==> src/logic/cai_map.vh <==
// ==========================================================
// channel alarm and interrupt register map
// ==========================================================
`ifndef CAI_MAP_VH
`define CAI_MAP_VH

// channel count and address split
`define CAI_NUM_CH        6
`define CAI_LAST_CH       3'h5

// per-channel register offsets (low nibble of the address)
`define CAI_OFS_IRQ_EN    4'h1
`define CAI_OFS_IRQ_STAT  4'h2
`define CAI_OFS_ALARM     4'h3
`define CAI_OFS_TX_CTL    4'h4
`define CAI_OFS_RX_CTL    4'h5
`define CAI_OFS_BLK_CTL   4'h6
`define CAI_OFS_JA_CTL    4'h7
`define CAI_OFS_CNT_HI    4'hA
`define CAI_OFS_CNT_LO    4'hB
`define CAI_OFS_CNT_HOLD  4'hC

// enable, status and alarm bit positions
`define CAI_B_DRV_QUIET   0
`define CAI_B_RX_LOS      1
`define CAI_B_RX_LOL      2
`define CAI_B_FIFO_LIM    3
`define CAI_B_PRBS_ERR    4
`define CAI_B_CNT_SAT     5

// control field positions
`define CAI_B_TXMON       5
`define CAI_B_JA0         0
`define CAI_B_JA1         2

// writable bit masks, reserved bits read as zero
`define CAI_MASK_EN       8'h3F
`define CAI_MASK_TX       8'h37
`define CAI_MASK_RX       8'h3F
`define CAI_MASK_BLK      8'h7F
`define CAI_MASK_JA       8'h0F

// reset values
`define CAI_RST_REG       8'h00
`define CAI_RST_CNT       16'h0000

// timing counts: quiet time in core clock cycles, lock window and tolerance in reference ticks
`define CAI_QUIET_CYCLES  8'h80
`define CAI_LOCK_WIN      11'h3E8
`define CAI_LOCK_TOL      11'h005
`define CAI_CNT_MAX       16'hFFFF

`endif

==> src/logic/cai_chan.v <==
`timescale 1ns/1ps
`default_nettype none
`include "cai_map.vh"

// ==========================================================
// one channel: alarm monitors, status latch, interrupt gate
// ==========================================================
module cai_chan (
    // clock and reset
    input  wire       clk_i,
    input  wire       rst_n_i,
    // line-side indications, same clock domain
    input  wire       tx_pulse_i,
    input  wire       rx_los_i,
    input  wire       rclk_tick_i,
    input  wire       ref_tick_i,
    input  wire       fifo_lim_i,
    input  wire       prbs_err_i,
    input  wire       cnt_sat_i,
    // control from the register file
    input  wire       txmon_en_i,
    input  wire       ja_on_i,
    input  wire [7:0] irq_en_i,
    input  wire       clr_stat_i,
    // results
    output reg  [7:0] stat_o,
    output wire [7:0] alarm_o,
    output wire       irq_o
);

    reg  [7:0]  quiet_cnt;   // cycles since the last driver pulse
    reg         quiet;       // driver quiet alarm level
    reg  [10:0] ref_cnt;     // reference ticks in the lock window
    reg  [10:0] rec_cnt;     // recovered ticks in the lock window
    reg         lol;         // lock loss alarm level
    reg  [3:0]  alarm_d;     // alarm levels one cycle ago
    wire [3:0]  alarm_now;   // current alarm levels
    wire [5:0]  ev;          // status set events
    wire [5:0]  en_eff;      // enables after the fifo gate

    // ==========================================================
    // driver monitor
    // ==========================================================
    // counts idle cycles; a pulse or a disabled monitor restarts it
    always @(posedge clk_i or negedge rst_n_i) begin
        if (!rst_n_i) begin
            quiet_cnt <= 8'h00;
            quiet     <= 1'b0;
        end else if (tx_pulse_i || !txmon_en_i) begin
            quiet_cnt <= 8'h00;
            quiet     <= 1'b0;
        end else if (quiet_cnt == `CAI_QUIET_CYCLES - 8'h01) begin
            quiet     <= 1'b1;
        end else begin
            quiet_cnt <= quiet_cnt + 8'h01;
        end
    end

    // ==========================================================
    // lock monitor
    // ==========================================================
    // compares recovered ticks against a window of reference ticks;
    // the counter saturates so a runaway clock cannot wrap into lock
    always @(posedge clk_i or negedge rst_n_i) begin
        if (!rst_n_i) begin
            ref_cnt <= 11'h000;
            rec_cnt <= 11'h000;
            lol     <= 1'b0;
        end else if (ref_tick_i && ref_cnt == `CAI_LOCK_WIN - 11'h001) begin
            ref_cnt <= 11'h000;
            rec_cnt <= {10'h000, rclk_tick_i};
            lol     <= (rec_cnt > `CAI_LOCK_WIN + `CAI_LOCK_TOL) ||
                       (rec_cnt < `CAI_LOCK_WIN - `CAI_LOCK_TOL);
        end else begin
            if (ref_tick_i)
                ref_cnt <= ref_cnt + 11'h001;
            if (rclk_tick_i && rec_cnt != 11'h7FF)
                rec_cnt <= rec_cnt + 11'h001;
        end
    end

    // ==========================================================
    // change detect and status latch
    // ==========================================================
    // fifo level is meaningless with the attenuator off
    assign alarm_now = {fifo_lim_i & ja_on_i, lol, rx_los_i, quiet};
    assign alarm_o   = {4'h0, alarm_now};

    // every change of an alarm level counts, in either direction
    assign ev = {cnt_sat_i, prbs_err_i, alarm_now ^ alarm_d};

    // previous levels for the change detector
    always @(posedge clk_i or negedge rst_n_i) begin
        if (!rst_n_i)
            alarm_d <= 4'h0;
        else
            alarm_d <= alarm_now;
    end

    // set wins over the clear of a read in the same cycle
    always @(posedge clk_i or negedge rst_n_i) begin
        if (!rst_n_i)
            stat_o <= `CAI_RST_REG;
        else
            stat_o <= (stat_o & {8{~clr_stat_i}}) | {2'b00, ev};
    end

    // fifo enable is ignored while the attenuator is off
    assign en_eff = irq_en_i[5:0] & {2'b11, ja_on_i, 3'b111};

    // interrupt gated by the per-source enables
    assign irq_o = |(stat_o[5:0] & en_eff);

endmodule
`default_nettype wire

==> src/logic/cai_regs.v <==
`timescale 1ns/1ps
`default_nettype none
`include "cai_map.vh"


// ==========================================================
// six-channel alarm and interrupt register file
// ==========================================================
module cai_regs (
    // clock and reset
    input  wire        CORE_CLK_I,
    input  wire        RSTN_I,
    // parallel processor port
    input  wire [6:0]  ADDR_I,
    input  wire [7:0]  DATA_I,
    output reg  [7:0]  DATA_O,
    output reg         DATA_OE_O,
    input  wire        CS_N_I,
    input  wire        RD_N_I,
    input  wire        WR_N_I,
    output reg         RDY_O,
    // line-side indications, one bit per channel
    input  wire [5:0]  TX_PULSE_I,
    input  wire [5:0]  RX_LOS_I,
    input  wire [5:0]  RCLK_TICK_I,
    input  wire [5:0]  REF_TICK_I,
    input  wire [5:0]  JA_LIMIT_I,
    input  wire [5:0]  PRBS_ERR_I,
    // per-channel interrupts
    output wire [5:0]  CH_IRQ_O,
    // control registers, channel n in bits 8n+7..8n
    output wire [47:0] TX_CTL_O,
    output wire [47:0] RX_CTL_O,
    output wire [47:0] BLK_CTL_O,
    output wire [47:0] JA_CTL_O
);

    // ==========================================================
    // address decode helpers
    // ==========================================================
    // channel number from the high address bits
    function [2:0] ch_of;
        input [6:0] a;
        begin
            ch_of = a[6:4];
        end
    endfunction

    // true when the access lands on one of the six channels
    function ch_ok;
        input [6:0] a;
        begin
            ch_ok = (a[6:4] <= `CAI_LAST_CH);
        end
    endfunction

    // true when the access lands on a given offset
    function hit;
        input [6:0] a;
        input [3:0] ofs;
        begin
            hit = ch_ok(a) && (a[3:0] == ofs);
        end
    endfunction

    // ==========================================================
    // strobe synchronisers
    // ==========================================================
    reg  [2:0] cs_s;    // chip select shift, active low
    reg  [2:0] rd_s;    // read strobe shift, active low
    reg  [2:0] wr_s;    // write strobe shift, active low
    reg        cs_f;    // filtered chip select, active low
    reg        rd_f;    // filtered read strobe, active low
    reg        wr_f;    // filtered write strobe, active low
    reg        rd_act_d; // read active one cycle ago
    reg        wr_act_d; // write active one cycle ago
    wire       rd_act;  // read access in progress
    wire       wr_act;  // write access in progress
    wire       rd_go;   // first cycle of a read
    wire       wr_go;   // first cycle of a write

    // three flops per strobe; only the last two are compared
    always @(posedge CORE_CLK_I or negedge RSTN_I) begin
        if (!RSTN_I) begin
            cs_s <= 3'h7;
            rd_s <= 3'h7;
            wr_s <= 3'h7;
        end else begin
            cs_s <= {cs_s[1:0], CS_N_I};
            rd_s <= {rd_s[1:0], RD_N_I};
            wr_s <= {wr_s[1:0], WR_N_I};
        end
    end

    // a level change counts once the second and third flops agree
    always @(posedge CORE_CLK_I or negedge RSTN_I) begin
        if (!RSTN_I) begin
            cs_f <= 1'b1;
            rd_f <= 1'b1;
            wr_f <= 1'b1;
        end else begin
            if (cs_s[1] == cs_s[2])
                cs_f <= cs_s[2];
            if (rd_s[1] == rd_s[2])
                rd_f <= rd_s[2];
            if (wr_s[1] == wr_s[2])
                wr_f <= wr_s[2];
        end
    end

    assign rd_act = ~cs_f & ~rd_f;
    assign wr_act = ~cs_f & ~wr_f;

    // edge detect of the filtered accesses
    always @(posedge CORE_CLK_I or negedge RSTN_I) begin
        if (!RSTN_I) begin
            rd_act_d <= 1'b0;
            wr_act_d <= 1'b0;
        end else begin
            rd_act_d <= rd_act;
            wr_act_d <= wr_act;
        end
    end

    // address and data are held steady by the host for the strobe,
    // so they are sampled directly once the strobe is confirmed
    assign rd_go = rd_act & ~rd_act_d;
    assign wr_go = wr_act & ~wr_act_d;

    // ==========================================================
    // per-channel storage
    // ==========================================================
    reg  [7:0]  en_r   [0:5]; // interrupt enables
    reg  [7:0]  tx_r   [0:5]; // transmit control
    reg  [7:0]  rx_r   [0:5]; // receive control
    reg  [7:0]  blk_r  [0:5]; // block control
    reg  [7:0]  ja_r   [0:5]; // jitter attenuator control
    reg  [7:0]  hold_r [0:5]; // low count byte caught at high read
    reg  [15:0] cnt_r  [0:5]; // prbs error counters
    wire [7:0]  stat_w [0:5]; // latched interrupt status
    wire [7:0]  alarm_w[0:5]; // live alarm levels
    wire [5:0]  clr_stat;     // status clear, one per channel
    wire [5:0]  cnt_rd;       // count high byte read, per channel
    wire [5:0]  sat_ev;       // counter reaches its ceiling
    wire [5:0]  ja_on;        // attenuator in use
    integer     i;

    // ==========================================================
    // control register writes
    // ==========================================================
    // reserved bits are masked off so they always read as zero
    always @(posedge CORE_CLK_I or negedge RSTN_I) begin
        if (!RSTN_I) begin
            for (i = 0; i < `CAI_NUM_CH; i = i + 1) begin
                en_r[i]  <= `CAI_RST_REG;
                tx_r[i]  <= `CAI_RST_REG;
                rx_r[i]  <= `CAI_RST_REG;
                blk_r[i] <= `CAI_RST_REG;
                ja_r[i]  <= `CAI_RST_REG;
            end
        end else if (wr_go && ch_ok(ADDR_I)) begin
            case (ADDR_I[3:0])
                `CAI_OFS_IRQ_EN: begin
                    en_r[ch_of(ADDR_I)] <= DATA_I & `CAI_MASK_EN;
                end
                `CAI_OFS_TX_CTL: begin
                    tx_r[ch_of(ADDR_I)] <= DATA_I & `CAI_MASK_TX;
                end
                `CAI_OFS_RX_CTL: begin
                    rx_r[ch_of(ADDR_I)] <= DATA_I & `CAI_MASK_RX;
                end
                `CAI_OFS_BLK_CTL: begin
                    blk_r[ch_of(ADDR_I)] <= DATA_I & `CAI_MASK_BLK;
                end
                `CAI_OFS_JA_CTL: begin
                    ja_r[ch_of(ADDR_I)] <= DATA_I & `CAI_MASK_JA;
                end
                default: begin
                    // read-only or unmapped offsets swallow the write
                end
            endcase
        end
    end

    // ==========================================================
    // read data path
    // ==========================================================
    reg [7:0] rd_val; // selected read value

    // unmapped channels and offsets read as zero
    always @* begin
        rd_val = 8'h00;
        if (ch_ok(ADDR_I)) begin
            case (ADDR_I[3:0])
                `CAI_OFS_IRQ_EN:   rd_val = en_r[ch_of(ADDR_I)];
                `CAI_OFS_IRQ_STAT: rd_val = stat_w[ch_of(ADDR_I)];
                `CAI_OFS_ALARM:    rd_val = alarm_w[ch_of(ADDR_I)];
                `CAI_OFS_TX_CTL:   rd_val = tx_r[ch_of(ADDR_I)];
                `CAI_OFS_RX_CTL:   rd_val = rx_r[ch_of(ADDR_I)];
                `CAI_OFS_BLK_CTL:  rd_val = blk_r[ch_of(ADDR_I)];
                `CAI_OFS_JA_CTL:   rd_val = ja_r[ch_of(ADDR_I)];
                `CAI_OFS_CNT_HI:   rd_val = cnt_r[ch_of(ADDR_I)][15:8];
                `CAI_OFS_CNT_LO:   rd_val = hold_r[ch_of(ADDR_I)];
                `CAI_OFS_CNT_HOLD: rd_val = hold_r[ch_of(ADDR_I)];
                default:           rd_val = 8'h00;
            endcase
        end
    end

    // data is caught at the start of the read and held until it ends;
    // the status clear lands on the same edge, so the host sees the
    // bits as they were before the clear
    always @(posedge CORE_CLK_I or negedge RSTN_I) begin
        if (!RSTN_I) begin
            DATA_O    <= 8'h00;
            DATA_OE_O <= 1'b0;
            RDY_O     <= 1'b0;
        end else begin
            if (rd_go)
                DATA_O <= rd_val;
            DATA_OE_O <= rd_act;
            RDY_O     <= rd_act | wr_act;
        end
    end

    // ==========================================================
    // per-channel counters and monitors
    // ==========================================================
    genvar g;
    generate
        for (g = 0; g < `CAI_NUM_CH; g = g + 1) begin : gen_ch
            // channel number at address width, so the compare is 3 bits
            localparam [2:0] CH_IDX = g;
            // read strobes decoded for this channel
            assign clr_stat[g] = rd_go && hit(ADDR_I, `CAI_OFS_IRQ_STAT) &&
                                 (ch_of(ADDR_I) == CH_IDX);
            assign cnt_rd[g]   = rd_go && hit(ADDR_I, `CAI_OFS_CNT_HI) &&
                                 (ch_of(ADDR_I) == CH_IDX);

            // attenuator counts as on when either mode bit is set
            assign ja_on[g] = ja_r[g][`CAI_B_JA0] | ja_r[g][`CAI_B_JA1];

            // a single event on the last step to the ceiling
            assign sat_ev[g] = PRBS_ERR_I[g] && !cnt_rd[g] &&
                               (cnt_r[g] == `CAI_CNT_MAX - 16'h0001);

            // saturating error counter; a high-byte read snapshots the
            // low byte and restarts it, an error in that cycle still counts
            always @(posedge CORE_CLK_I or negedge RSTN_I) begin
                if (!RSTN_I) begin
                    cnt_r[g]  <= `CAI_RST_CNT;
                    hold_r[g] <= `CAI_RST_REG;
                end else if (cnt_rd[g]) begin
                    hold_r[g] <= cnt_r[g][7:0];
                    cnt_r[g]  <= {15'h0000, PRBS_ERR_I[g]};
                end else if (PRBS_ERR_I[g] && cnt_r[g] != `CAI_CNT_MAX) begin
                    cnt_r[g]  <= cnt_r[g] + 16'h0001;
                end
            end

            // monitors, status latch and interrupt gate
            cai_chan u_chan (
                .clk_i       (CORE_CLK_I),
                .rst_n_i     (RSTN_I),
                .tx_pulse_i  (TX_PULSE_I[g]),
                .rx_los_i    (RX_LOS_I[g]),
                .rclk_tick_i (RCLK_TICK_I[g]),
                .ref_tick_i  (REF_TICK_I[g]),
                .fifo_lim_i  (JA_LIMIT_I[g]),
                .prbs_err_i  (PRBS_ERR_I[g]),
                .cnt_sat_i   (sat_ev[g]),
                .txmon_en_i  (tx_r[g][`CAI_B_TXMON]),
                .ja_on_i     (ja_on[g]),
                .irq_en_i    (en_r[g]),
                .clr_stat_i  (clr_stat[g]),
                .stat_o      (stat_w[g]),
                .alarm_o     (alarm_w[g]),
                .irq_o       (CH_IRQ_O[g])
            );

            // control registers out to the datapath
            assign TX_CTL_O[8*g+7:8*g]  = tx_r[g];
            assign RX_CTL_O[8*g+7:8*g]  = rx_r[g];
            assign BLK_CTL_O[8*g+7:8*g] = blk_r[g];
            assign JA_CTL_O[8*g+7:8*g]  = ja_r[g];
        end
    endgenerate

endmodule
`default_nettype wire

==> config.mk <==
export PLATFORM = sky130hd
export DESIGN_NAME = cai_regs
export DESIGN_NICKNAME = d
export VERILOG_FILES = /design/src/logic/cai_chan.v /design/src/logic/cai_regs.v
export VERILOG_INCLUDE_DIRS = /design/src /design/src/logic
export SDC_FILE = /design/constraint.sdc
export NUM_CORES = 1
export LEC_CHECK = 0
export ABC_AREA = 1
export BUFFER_PORTS_ARGS = -buffer_cell sky130_fd_sc_hd__buf_2
export CAP_MARGIN = 25
export CORE_MARGIN = 8
export CORE_UTILIZATION = 25
export CTS_BUF_LIST = sky130_fd_sc_hd__clkbuf_16
export DETAILED_ROUTE_END_ITERATION = 16
export SYNTH_ARGS = -nofsm -noshare
export SYNTH_HDL_FRONTEND = slang
export SYNTH_SLANG_ARGS = --single-unit
==> constraint.sdc <==
create_clock -name CORE_CLK_I -period 2 [get_ports CORE_CLK_I]
set_input_delay 0.2 -clock CORE_CLK_I [delete_from_list [all_inputs] [get_ports CORE_CLK_I]]
set_output_delay 0.2 -clock CORE_CLK_I [all_outputs]
set_load 0.005 [all_outputs]
* Word level (Yosys, flattened, before mapping) *
Cells that the tools add are included.

storage, ports and cells
  register bits = 671
  latch bits = 0
  memory bits (writable) = 0
  memory bits (read-only) = 0
  input port bits = 56
  output and inout bits = 208
  logic and storage cells = 451
  memories kept = 0

cells by class
  $add $sub $neg = 24
  $mul = 0
  divide/modulo/power cells = 0
  $lt $le $gt $ge = 15
  eq/ne operators = 54
  shift-type cells = 0
  muxes and demuxes = 96
  bitwise operators = 59
  reduce and logical (&&, ||, !) cells = 109

operators by type and width
  operator                                                                           count
  11-bit two-way mux                                                                 24
  48-bit bitwise mux                                                                 5
  8-bit two-way mux                                                                  30
  16-bit two-way mux                                                                 14
  8-bit binary-select mux with 3-bit select                                          8
  11-bit by 1-bit adder with 11-bit output, second input constant                    12
  16-bit by 1-bit adder with 16-bit output, second input constant                    6
  16-bit == test, second input constant                                              6
  16-bit inequality test, second input constant                                      6
  6-bit bitwise AND                                                                  12
  8-bit one-hot mux with 9 select lines                                              1
  11-bit by 10-bit == test with 1-bit output, second input constant                  6
  11-bit by 10-bit greater-than comparator with 1-bit output, second input constant  6
  11-bit by 10-bit less-than comparator with 1-bit output, second input constant     6
  11-bit inequality test, second input constant                                      6
  8-bit by 1-bit adder with 8-bit output, second input constant                      6
  8-bit bitwise AND                                                                  6
  16-bit binary-select mux with 3-bit select                                         1
  8-bit by 7-bit == test with 1-bit output, second input constant                    6
  1-bit logical AND                                                                  48
  8-bit by 6-bit OR with 8-bit output                                                6
  2-bit nonzero test                                                                 24
  6-bit OR reduction                                                                 6
  8-bit demux with 3-bit select                                                      1
  23 further kinds                                                                   105

* Logic depth before layout (Yosys ltp) *
Gate-level depths: netlist of the first run.

  depth in word-level cells = 9
  depth in mapped cells = 14
  mapped depth without buffers = 13

* Cells and area by module *
From an unflattened synthesis of the first run, not the netlist that was laid out.

unflattened totals
  cells, all modules = 4577
  area, all modules = 33399.5 µm²

by module, submodules not included
  module    times used  cells an instance  area each (µm²)
  cai_regs  1           2663               18963.2
  cai_chan  6           319                2406.1

* Least setup slack after synthesis of the first run *
OpenSTA, ideal clock, no wires.

  path type = reg-to-reg
  start point = register gen_ch[1].u_chan.rec_cnt[0]
  end point = register gen_ch[1].u_chan.rec_cnt[3]
  setup time = 77 ps
  data arrival time = 1641 ps
  data required time = 1923 ps
  path slack = 282 ps
  cell stages (with the launch flop) = 12
  path buffers = 0
  period minus slack after synthesis = 1718 ps
  cells stage by stage = dfrtp_1 -> ha_1 -> inv_1 -> nor2_1 -> nand3_1 -> nor3_1 -> nand2_1 -> nand2_2 -> inv_1 -> nand3_1 -> nand2_1 -> a21oi_1

between the ends
  cells in the longest elaborated chain, start to end = 3

RTL lines
  item                                                                                RTL line                      source
  from (decl)                                                                         cai_chan.v:34                 reg [10:0] rec_cnt;
  from (signal assigned)                                                              cai_chan.v:71                 rec_cnt <= {10'h000, rclk_tick_i};
  from (signal assigned)                                                              cai_chan.v:78                 rec_cnt <= rec_cnt + 11'h001;
  11-bit by 1-bit adder with 11-bit output or 11-bit inequality test (tied branches)  cai_chan.v:78, cai_chan.v:77
  11-bit two-way mux or 1-bit logical AND (tied branches)                             cai_chan.v:77                 if (rclk_tick_i && rec_cnt != 11'h7FF)
  11-bit two-way mux or 2-bit nonzero test (tied branches)                            n/a

Parallel ways exist; a longest one is shown, timed or not. The select of a mux whose other input is x is not followed.
A chain may end at the register's enable or synchronous reset.

* Worst setup path after layout of the first run *
  start point = register ja_r (netlist bit JA_CTL_O[42])
  end point = output port CH_IRQ_O[5]

between the ends
  cells in the longest elaborated chain, start to end = 4

RTL lines
  item                               RTL line        source
  from (decl)                        cai_regs.v:137  reg [7:0] ja_r [0:5];
  from (signal, indexed assignment)  cai_regs.v:159  ja_r[i] <= `CAI_RST_REG;
  from (signal, indexed assignment)  cai_regs.v:176  ja_r[ch_of(ADDR_I)] <= DATA_I & `CAI_MASK_JA;
  1-bit OR                           cai_regs.v:241  assign ja_on[g] = ja_r[g][`CAI_B_JA0] | ja_r[g][`CAI_B_JA1];
  6-bit bitwise AND                  cai_chan.v:109  assign en_eff = irq_en_i[5:0] & {2'b11, ja_on_i, 3'b111};
  6-bit bitwise AND                  cai_chan.v:112  assign irq_o = |(stat_o[5:0] & en_eff);
  6-bit OR reduction                 cai_chan.v:112
  to (decl)                          cai_regs.v:30   output wire [5:0] CH_IRQ_O,

No other way between the ends.

==> out/metrics.csv, run 1 <==
metric,value,unit
port-buffer-count,202,
timing.reg2reg.setup_slack,0.13,ns
cts_tree,built,
clock_path_buffers,3,
synth-warning-count,0,
worst-setup-path-type,reg2out,
syn_inst,4118,
leakagePower,0.0192,uW
yosysTopAreaCell,dfrtp_1,
final-setup-viol-count,5,
synthTopCellsByCount,"1229 x nand2_1, 587 x dfrtp_1, 512 x inv_1, 373 x o21ai_0, 295 x nor2_1",
period_share,110,%
critical_path.max_fanout,2,
drt.antenna.violating_nets,0,
path_buf_inv,2,
clk_root_buffer_cell,clkbuf_16,
cts_inserted_buffers,73,
core,124000,um^2
rr_worst_depth,10,
dr.first_iter.drc_count,2489,
failing_checks,"hold timing, setup timing",
gp_congestion,0.937,
routed_wirelength,106,mm
fin_cells,6202,
critical_path.cell_chain,"nor2_4, o21ai_2, a221oi_2, nand3_2, buf_6, buf_6",
finalMaxSlewViolations,0,
grt_pass1_vias,27200,
drt_pre_antenna_iters,5,
clock_tree.htree_level_count,3,
critical_path.reg2reg.startpoint,cs_f,
grt.overflow.total,0,
fraction_of_the_mapped_netlist_area_in_compound_gates,11.1,%
worst_slew_margin_rel,57.9,%
finalWorstPathRequiredPeriod,2.19,ns
dp.final_hpwl,80.6,mm
tritoncts_num_sinks,599,
floorplan.die.height,370,um
final.setup_skew,0.0352,ns
area_growth_syn_to_layout,23.2,%
slowest_stage,dfrtp_1,
synth.ff_latch_count,599,
path_clk_slew,0.06,ns
post_synth_fa_ha_maj_area_fraction,1.54,%
worstPathArrival,1.99,ns
synthDominantCellAreaShare,47.0,%
final.setup.worst_slack,-0.193,ns
grt_usage,15.1,%
vdd_drop_max,0.568,mV
num_io_pins,264,
post-synth-top-count-cell,nand2_1,
synthSimpleGateAreaFrac,27.3,%
critical_path_rt,1.80,ns
setup.worst_path.start,JA_CTL_O[42],
synth_enable_flop_cells,0,
floorplan.die.width,370,um
critPathCaptureType,primary output,
grt_pass1_wl,162,mm
layout-drive-gt1-share,13.4,%
path_depth,6,
dominant_combinational_cell_family_by_area_after_synthesis,simple AND/OR/NAND/NOR gates,
synth.area.top_cells,"dfrtp_1 47%, nand2_1 15%, inv_1 6.1%",
synth.cell_area,31300,um^2
floorplan.rows,129,
worstSetupStartpointType,flop,
max_incr_delay_on_cp,0.41,ns
run_status,"complete, but fails checks",
min_path_cells,3,
hold_viol,1,
achievable-frequency,0.456,GHz
clock_insertion_delay_worst_skew,0.64,ns
via_count,28500,
drt-vias-per-instance,4.60,
yosys.area_share.xor_xnor,2.41,%
ys_dominant_reg_cell,dfrtp_1,
drt_drc_violations_left,0,
grt_setup_unrepaired,yes,
muxShareOfSynthArea,0,%
finish.utilization,31.1,%
placement.setup.worst_slack,-0.0579,ns
synth-async-reset-ratio,100,%
placed_cells,6015,
cp_top_family,flip-flops,
initial_utilization,25.2,%
cellPowerDensity,943,nW/um^2
final.hold.worst_slack,-0.0184,ns
fin_nets,4597,
critical_path.most_common_cell,buf_6,
synth_area_per_cell,7.59,um^2
hold_class,in2reg,
design.die.area,137000,um^2
route.detailed.wl_per_inst,17.1,um
yosysSeqAreaShare,48.0,%
maxcap_viol_count,0,
grt_start_max_net_pins,95,
post_synth_num_cell_types,59,
holdPathEnd,gen_ch[2].u_chan.alarm_d[3],
power_total,36300,uW
r2r-end,BLK_CTL_O[24],
hold_start,JA_LIMIT_I[2],
worst_slew_pin_slew,0.626,ns
number_of_antenna_violations_at_the_first_check_in_global_routing,11,
[how the worst max path moves through the flow]
stage,end,slack [ns]
final,CH_IRQ_O[5],-0.19
after floorplan,gen_ch[1].u_chan.rec_cnt[3],0.28
after detailed placement,cnt_r[41],-0.06
after CTS,CH_IRQ_O[5],-0.23
after global placement,cnt_r[45],-0.04
after global routing,CH_IRQ_O[5],-0.24
[through the flow]
| step | hold slack (ns) | setup TNS [ns] | area (um^2) |
|---|---|---|---|
| after floorplan | -0.0956 | 0 | 31500 |
| after global placement | 0.127 | -0.158 | 35400 |
| after detailed placement | 0.130 | -0.391 | 35400 |
| after CTS | 0.00695 | -0.807 | 38400 |
| after global routing | 0.00636 | -0.969 | 38500 |
| final | -0.0184 | -0.556 | 38500 |
[cell families (layout without fill, tap and decap cells)]
logic type / Yosys count / in the layout
buffers and inverters: 709 / 1092
adder cells (fa/ha/maj): 39 / 39
AND/OR/NAND/NOR: 2037 / 2037
AO/OA/AOI/OAI: 647 / 647
other: 1 / 65
XOR/XNOR: 86 / 86
flip-flops: 599 / 599
[layer usage]
layer  up-vias  GRT usage, %  share of wire, %
met5         -             0             0.025
met4         4          6.01               4.0
met3       182          4.25               8.9
met2       949          23.8                44
met1     13400          19.5                43
li1      13900             -                 -
[report_power, final]
part           internal, uW  total, uW  switching, uW  leakage, uW
logic                  2540       7290           4750       0.0104
registers             14000      15600           1670      0.00757
clock network          7830      13400           5580      0.00119
total                 24300      36300          12000       0.0192
[final cells by class]
| cell class | count | area [um^2] |
|---|---|---|
| Timing Repair Buffer | 444 | 3380 |
| Clock inverter | 54 | 490 |
| Inverter | 518 | 1950 |
| Antenna cell | 5 | 12.5 |
| Tap cell | 1637 | 2050 |
| Fill cell | 13300 | 85400 |
| Clock buffer | 76 | 1900 |
| Multi-Input combinational cell | 2869 | 13700 |
| Sequential cell | 599 | 15000 |
[registers in the layout (all words and copies together) (netlist names), 3 cells and up]
| signal | cells |
|---|---|
| JA_CTL_O | 24 |
| gen_ch.u_chan.alarm_d | 24 |
| cs_s | 3 |
| wr_s | 3 |
| gen_ch.u_chan.lol | 6 |
| gen_ch.u_chan.ref_cnt | 66 |
| gen_ch.u_chan.rec_cnt | 66 |
| gen_ch.u_chan.stat_o | 48 |
| hold_r | 48 |
| TX_CTL_O | 30 |
| BLK_CTL_O | 42 |
| cnt_r | 96 |
| RX_CTL_O | 36 |
| DATA_O | 8 |
| rd_s | 3 |
| en_r | 36 |
| gen_ch.u_chan.quiet_cnt | 48 |
| gen_ch.u_chan.quiet | 6 |
[worst min-delay path: stages]
cell and delay, ns:
buf_2 0.10, inv_1 0.13, nor2_1 0.11
[placed cells by master (no fill, tap or decap), types with 8 or more instances in the layout]
| master | netlist | routed |
|---|---|---|
| nand2_2 | 6 | 18 |
| clkinv_1 | 0 | 17 |
| nor4_1 | 34 | 34 |
| nand3_1 | 262 | 259 |
| ha_1 | 36 | 36 |
| buf_4 | 75 | 167 |
| o31ai_1 | 13 | 13 |
| o22ai_1 | 9 | 9 |
| buf_12 | 0 | 32 |
| nand3b_1 | 8 | 8 |
| clkinv_2 | 0 | 9 |
| o21a_1 | 9 | 9 |
| inv_1 | 512 | 517 |
| or2_2 | 12 | 12 |
| dfstp_2 | 12 | 12 |
| xnor2_1 | 29 | 29 |
| nand4_1 | 53 | 53 |
| inv_2 | 6 | 8 |
| dlygate4sd3_1 | 0 | 39 |
| dfrtp_1 | 587 | 587 |
| xor2_1 | 57 | 57 |
| clkbuf_16 | 0 | 76 |
| nor2_1 | 295 | 290 |
| nand2_1 | 1229 | 1216 |
| a21oi_1 | 142 | 141 |
| o21ai_1 | 37 | 39 |
| o21ai_0 | 373 | 365 |
| o21ai_2 | 4 | 10 |
| conb_1 | 1 | 60 |
| nor3_1 | 112 | 107 |
| buf_2 | 41 | 196 |
| o21bai_1 | 8 | 8 |
| buf_6 | 0 | 9 |
| a31oi_1 | 15 | 15 |
[what timing repair did]
item | CTS | global route
endpoints found under the setup margin | 30 | 128
pin swaps | 9 | 9
gates resized for setup | 47 | 25
buffers inserted | 7 | 7
hold buffers | 39 | 0
endpoints found under the hold margin | 486 | 0
Note: power is estimated with default switching activity, not from simulation.
==> run 2: changes to the inputs <==
- clock period: 2 -> 2.2 ns (I/O delays scaled with it)
==> out/metrics.csv, run 2 (synthesized netlist as in run 1, its figures left out) <==
metric,value,unit
leakagePower,0.0188,uW
via_count,28300,
grt_start_max_net_pins,94,
worst-setup-path-type,reg2out,
number_of_antenna_violations_at_the_first_check_in_global_routing,13,
grt_setup_unrepaired,yes,
setup-tns-final,-0.0931,ns
layout-drive-gt1-share,12.0,%
met3_usage,3.97,%
final-setup-viol-count,2,
finalMaxSlewViolations,0,
tritoncts_num_sinks,599,
r2r-end,cnt_r[75],
most_frequent_standard_cell_in_the_layout_excluding_fill_and_tap_cells,nand2_1,
final.setup.worst_slack,-0.0664,ns
rr_worst_depth,7,
timing.reg2reg.setup_slack,0.14,ns
vdd_drop_max,0.539,mV
design.die.area,137000,um^2
global_route.usage.met2,23.3,%
route.detailed.wl_per_inst,17.1,um
run_status,"complete, but fails checks",
grt_usage,15.0,%
largest_regs,"cnt_r x96, gen_ch.u_chan.rec_cnt x66, gen_ch.u_chan.ref_cnt x66",
floorplan.die.height,370,um
cellPowerDensity,868,nW/um^2
failing_checks,setup timing,
dpl_cell_area,34800,um^2
worstSetupStartpointType,flop,
maxcap_viol_count,0,
worst_slew_pin_slew,0.638,ns
clk_root_buffer_cell,clkbuf_16,
largest_register,cnt_r,
grt_most_used_layer,met2,
floorplan.die.width,370,um
dp.final_hpwl,79.6,mm
clock_insertion_delay_worst_skew,0.64,ns
clock_tree.htree_level_count,3,
grt_pass1_vias,27100,
core,124000,um^2
worst_slew_margin_rel,57.3,%
fill_cells,13200,
initial_utilization,25.2,%
num_io_pins,264,
cts_tree,built,
final.setup_skew,0.0320,ns
floorplan.rows,129,
final_area,37800,um^2
worstPathArrival,2.05,ns
hold_viol,0,
critical_path_rt,1.98,ns
achievable-frequency,0.441,GHz
gp_congestion,0.947,
gr-usage-met1,19.8,%
finalWorstPathRequiredPeriod,2.27,ns
period_share,103,%
area_growth_syn_to_layout,20.9,%
hold_class,in2async,
routed_wirelength,105,mm
grt.overflow.total,0,
placement.setup.worst_slack,0.0557,ns
clock_path_buffers,3,
grt_pass1_wl,161,mm
fin_nets,4540,
largest_register_ffs,96,
critPathCaptureType,primary output,
critical_path.reg2reg.startpoint,rd_f,
path_clk_slew,0.06,ns
drt_drc_violations_left,0,
drt_pre_antenna_iters,8,
drt-vias-per-instance,4.61,
cts_inserted_buffers,72,
dr.first_iter.drc_count,2405,
port-buffer-count,202,
layout_common_cells,"1226 x nand2_1, 584 x dfrtp_1, 524 x inv_1",
critical_path.max_fanout,2,
final.hold.worst_slack,0.0397,ns
drt.antenna.violating_nets,0,
run 2: worst max path at each step:
| stage | startpoint | end | slack (ns) | depth (start not counted) |
|---|---|---|---|---|
| detailed placement | ADDR_I[5] | BLK_CTL_O[2] | 0.06 | 9 |
| floorplan | gen_ch[1].u_chan.rec_cnt[0] | gen_ch[1].u_chan.rec_cnt[3] | 0.48 | 11 |
| global placement | ADDR_I[5] | BLK_CTL_O[0] | 0.06 | 9 |
| finish | JA_CTL_O[2] | CH_IRQ_O[0] | -0.07 | 5 |
| CTS | JA_CTL_O[0] | CH_IRQ_O[0] | -0.06 | 5 |
| global route | JA_CTL_O[2] | CH_IRQ_O[0] | -0.15 | 5 |
run 2: final cells by class:
class                   count  area (um^2)  share of cell area (%)
diodes                      7         17.5                  0.0463
clock buffers              72         1800                    4.77
clock inverters            59          577                    1.53
inverters                 518         1950                    5.15
multi-input cells        2869        13600                    36.1
flip-flops and latches    599        15000                    39.7
well taps                1637         2050                    5.42
repair buffers            388         2770                    7.32
run 2: layer usage:
layer,wire [um],share of wire [%],vias up
met2,46400,44,918
met1,45500,43,13400
met4,3850,3.7,2
met3,9320,8.9,174
met5,13,0.012,-
li1,-,-,13800
run 2: report_power, final:
part	leakage [uW]	internal [uW]	switching, uW
combinational	0.0101	2180	4280
sequential	0.00757	12700	1520
clock	0.00120	7000	5130
total	0.0188	21900	10900
run 2: what timing repair did:
item                                    CTS  global route
endpoints found under the hold margin   560             0
pin swaps                                 7             9
cloned                                    0             0
endpoints found under the setup margin    5            30
hold buffers                             40             0
gates resized for setup                  28            14
setup buffers                             3             3
run 2: critical path: stages (launching register included):
cell and delay [ns]:
dfrtp_1 0.39, o21ai_2 0.20, o21ai_2 0.10, a221oi_2 0.25
nand3_2 0.26, buf_2 0.21
run 2: per-stage QoR:
stage | utilization (%) | power (uW) | cells
after floorplan | - | 18400 | 4177
after global placement | 28.1 | 20500 | 5965
after detailed placement | 28.1 | 20700 | 5965
after CTS | 30.4 | 33200 | 6139
after global routing | 30.5 | 34800 | 6146
final | 30.5 | 32800 | 6149
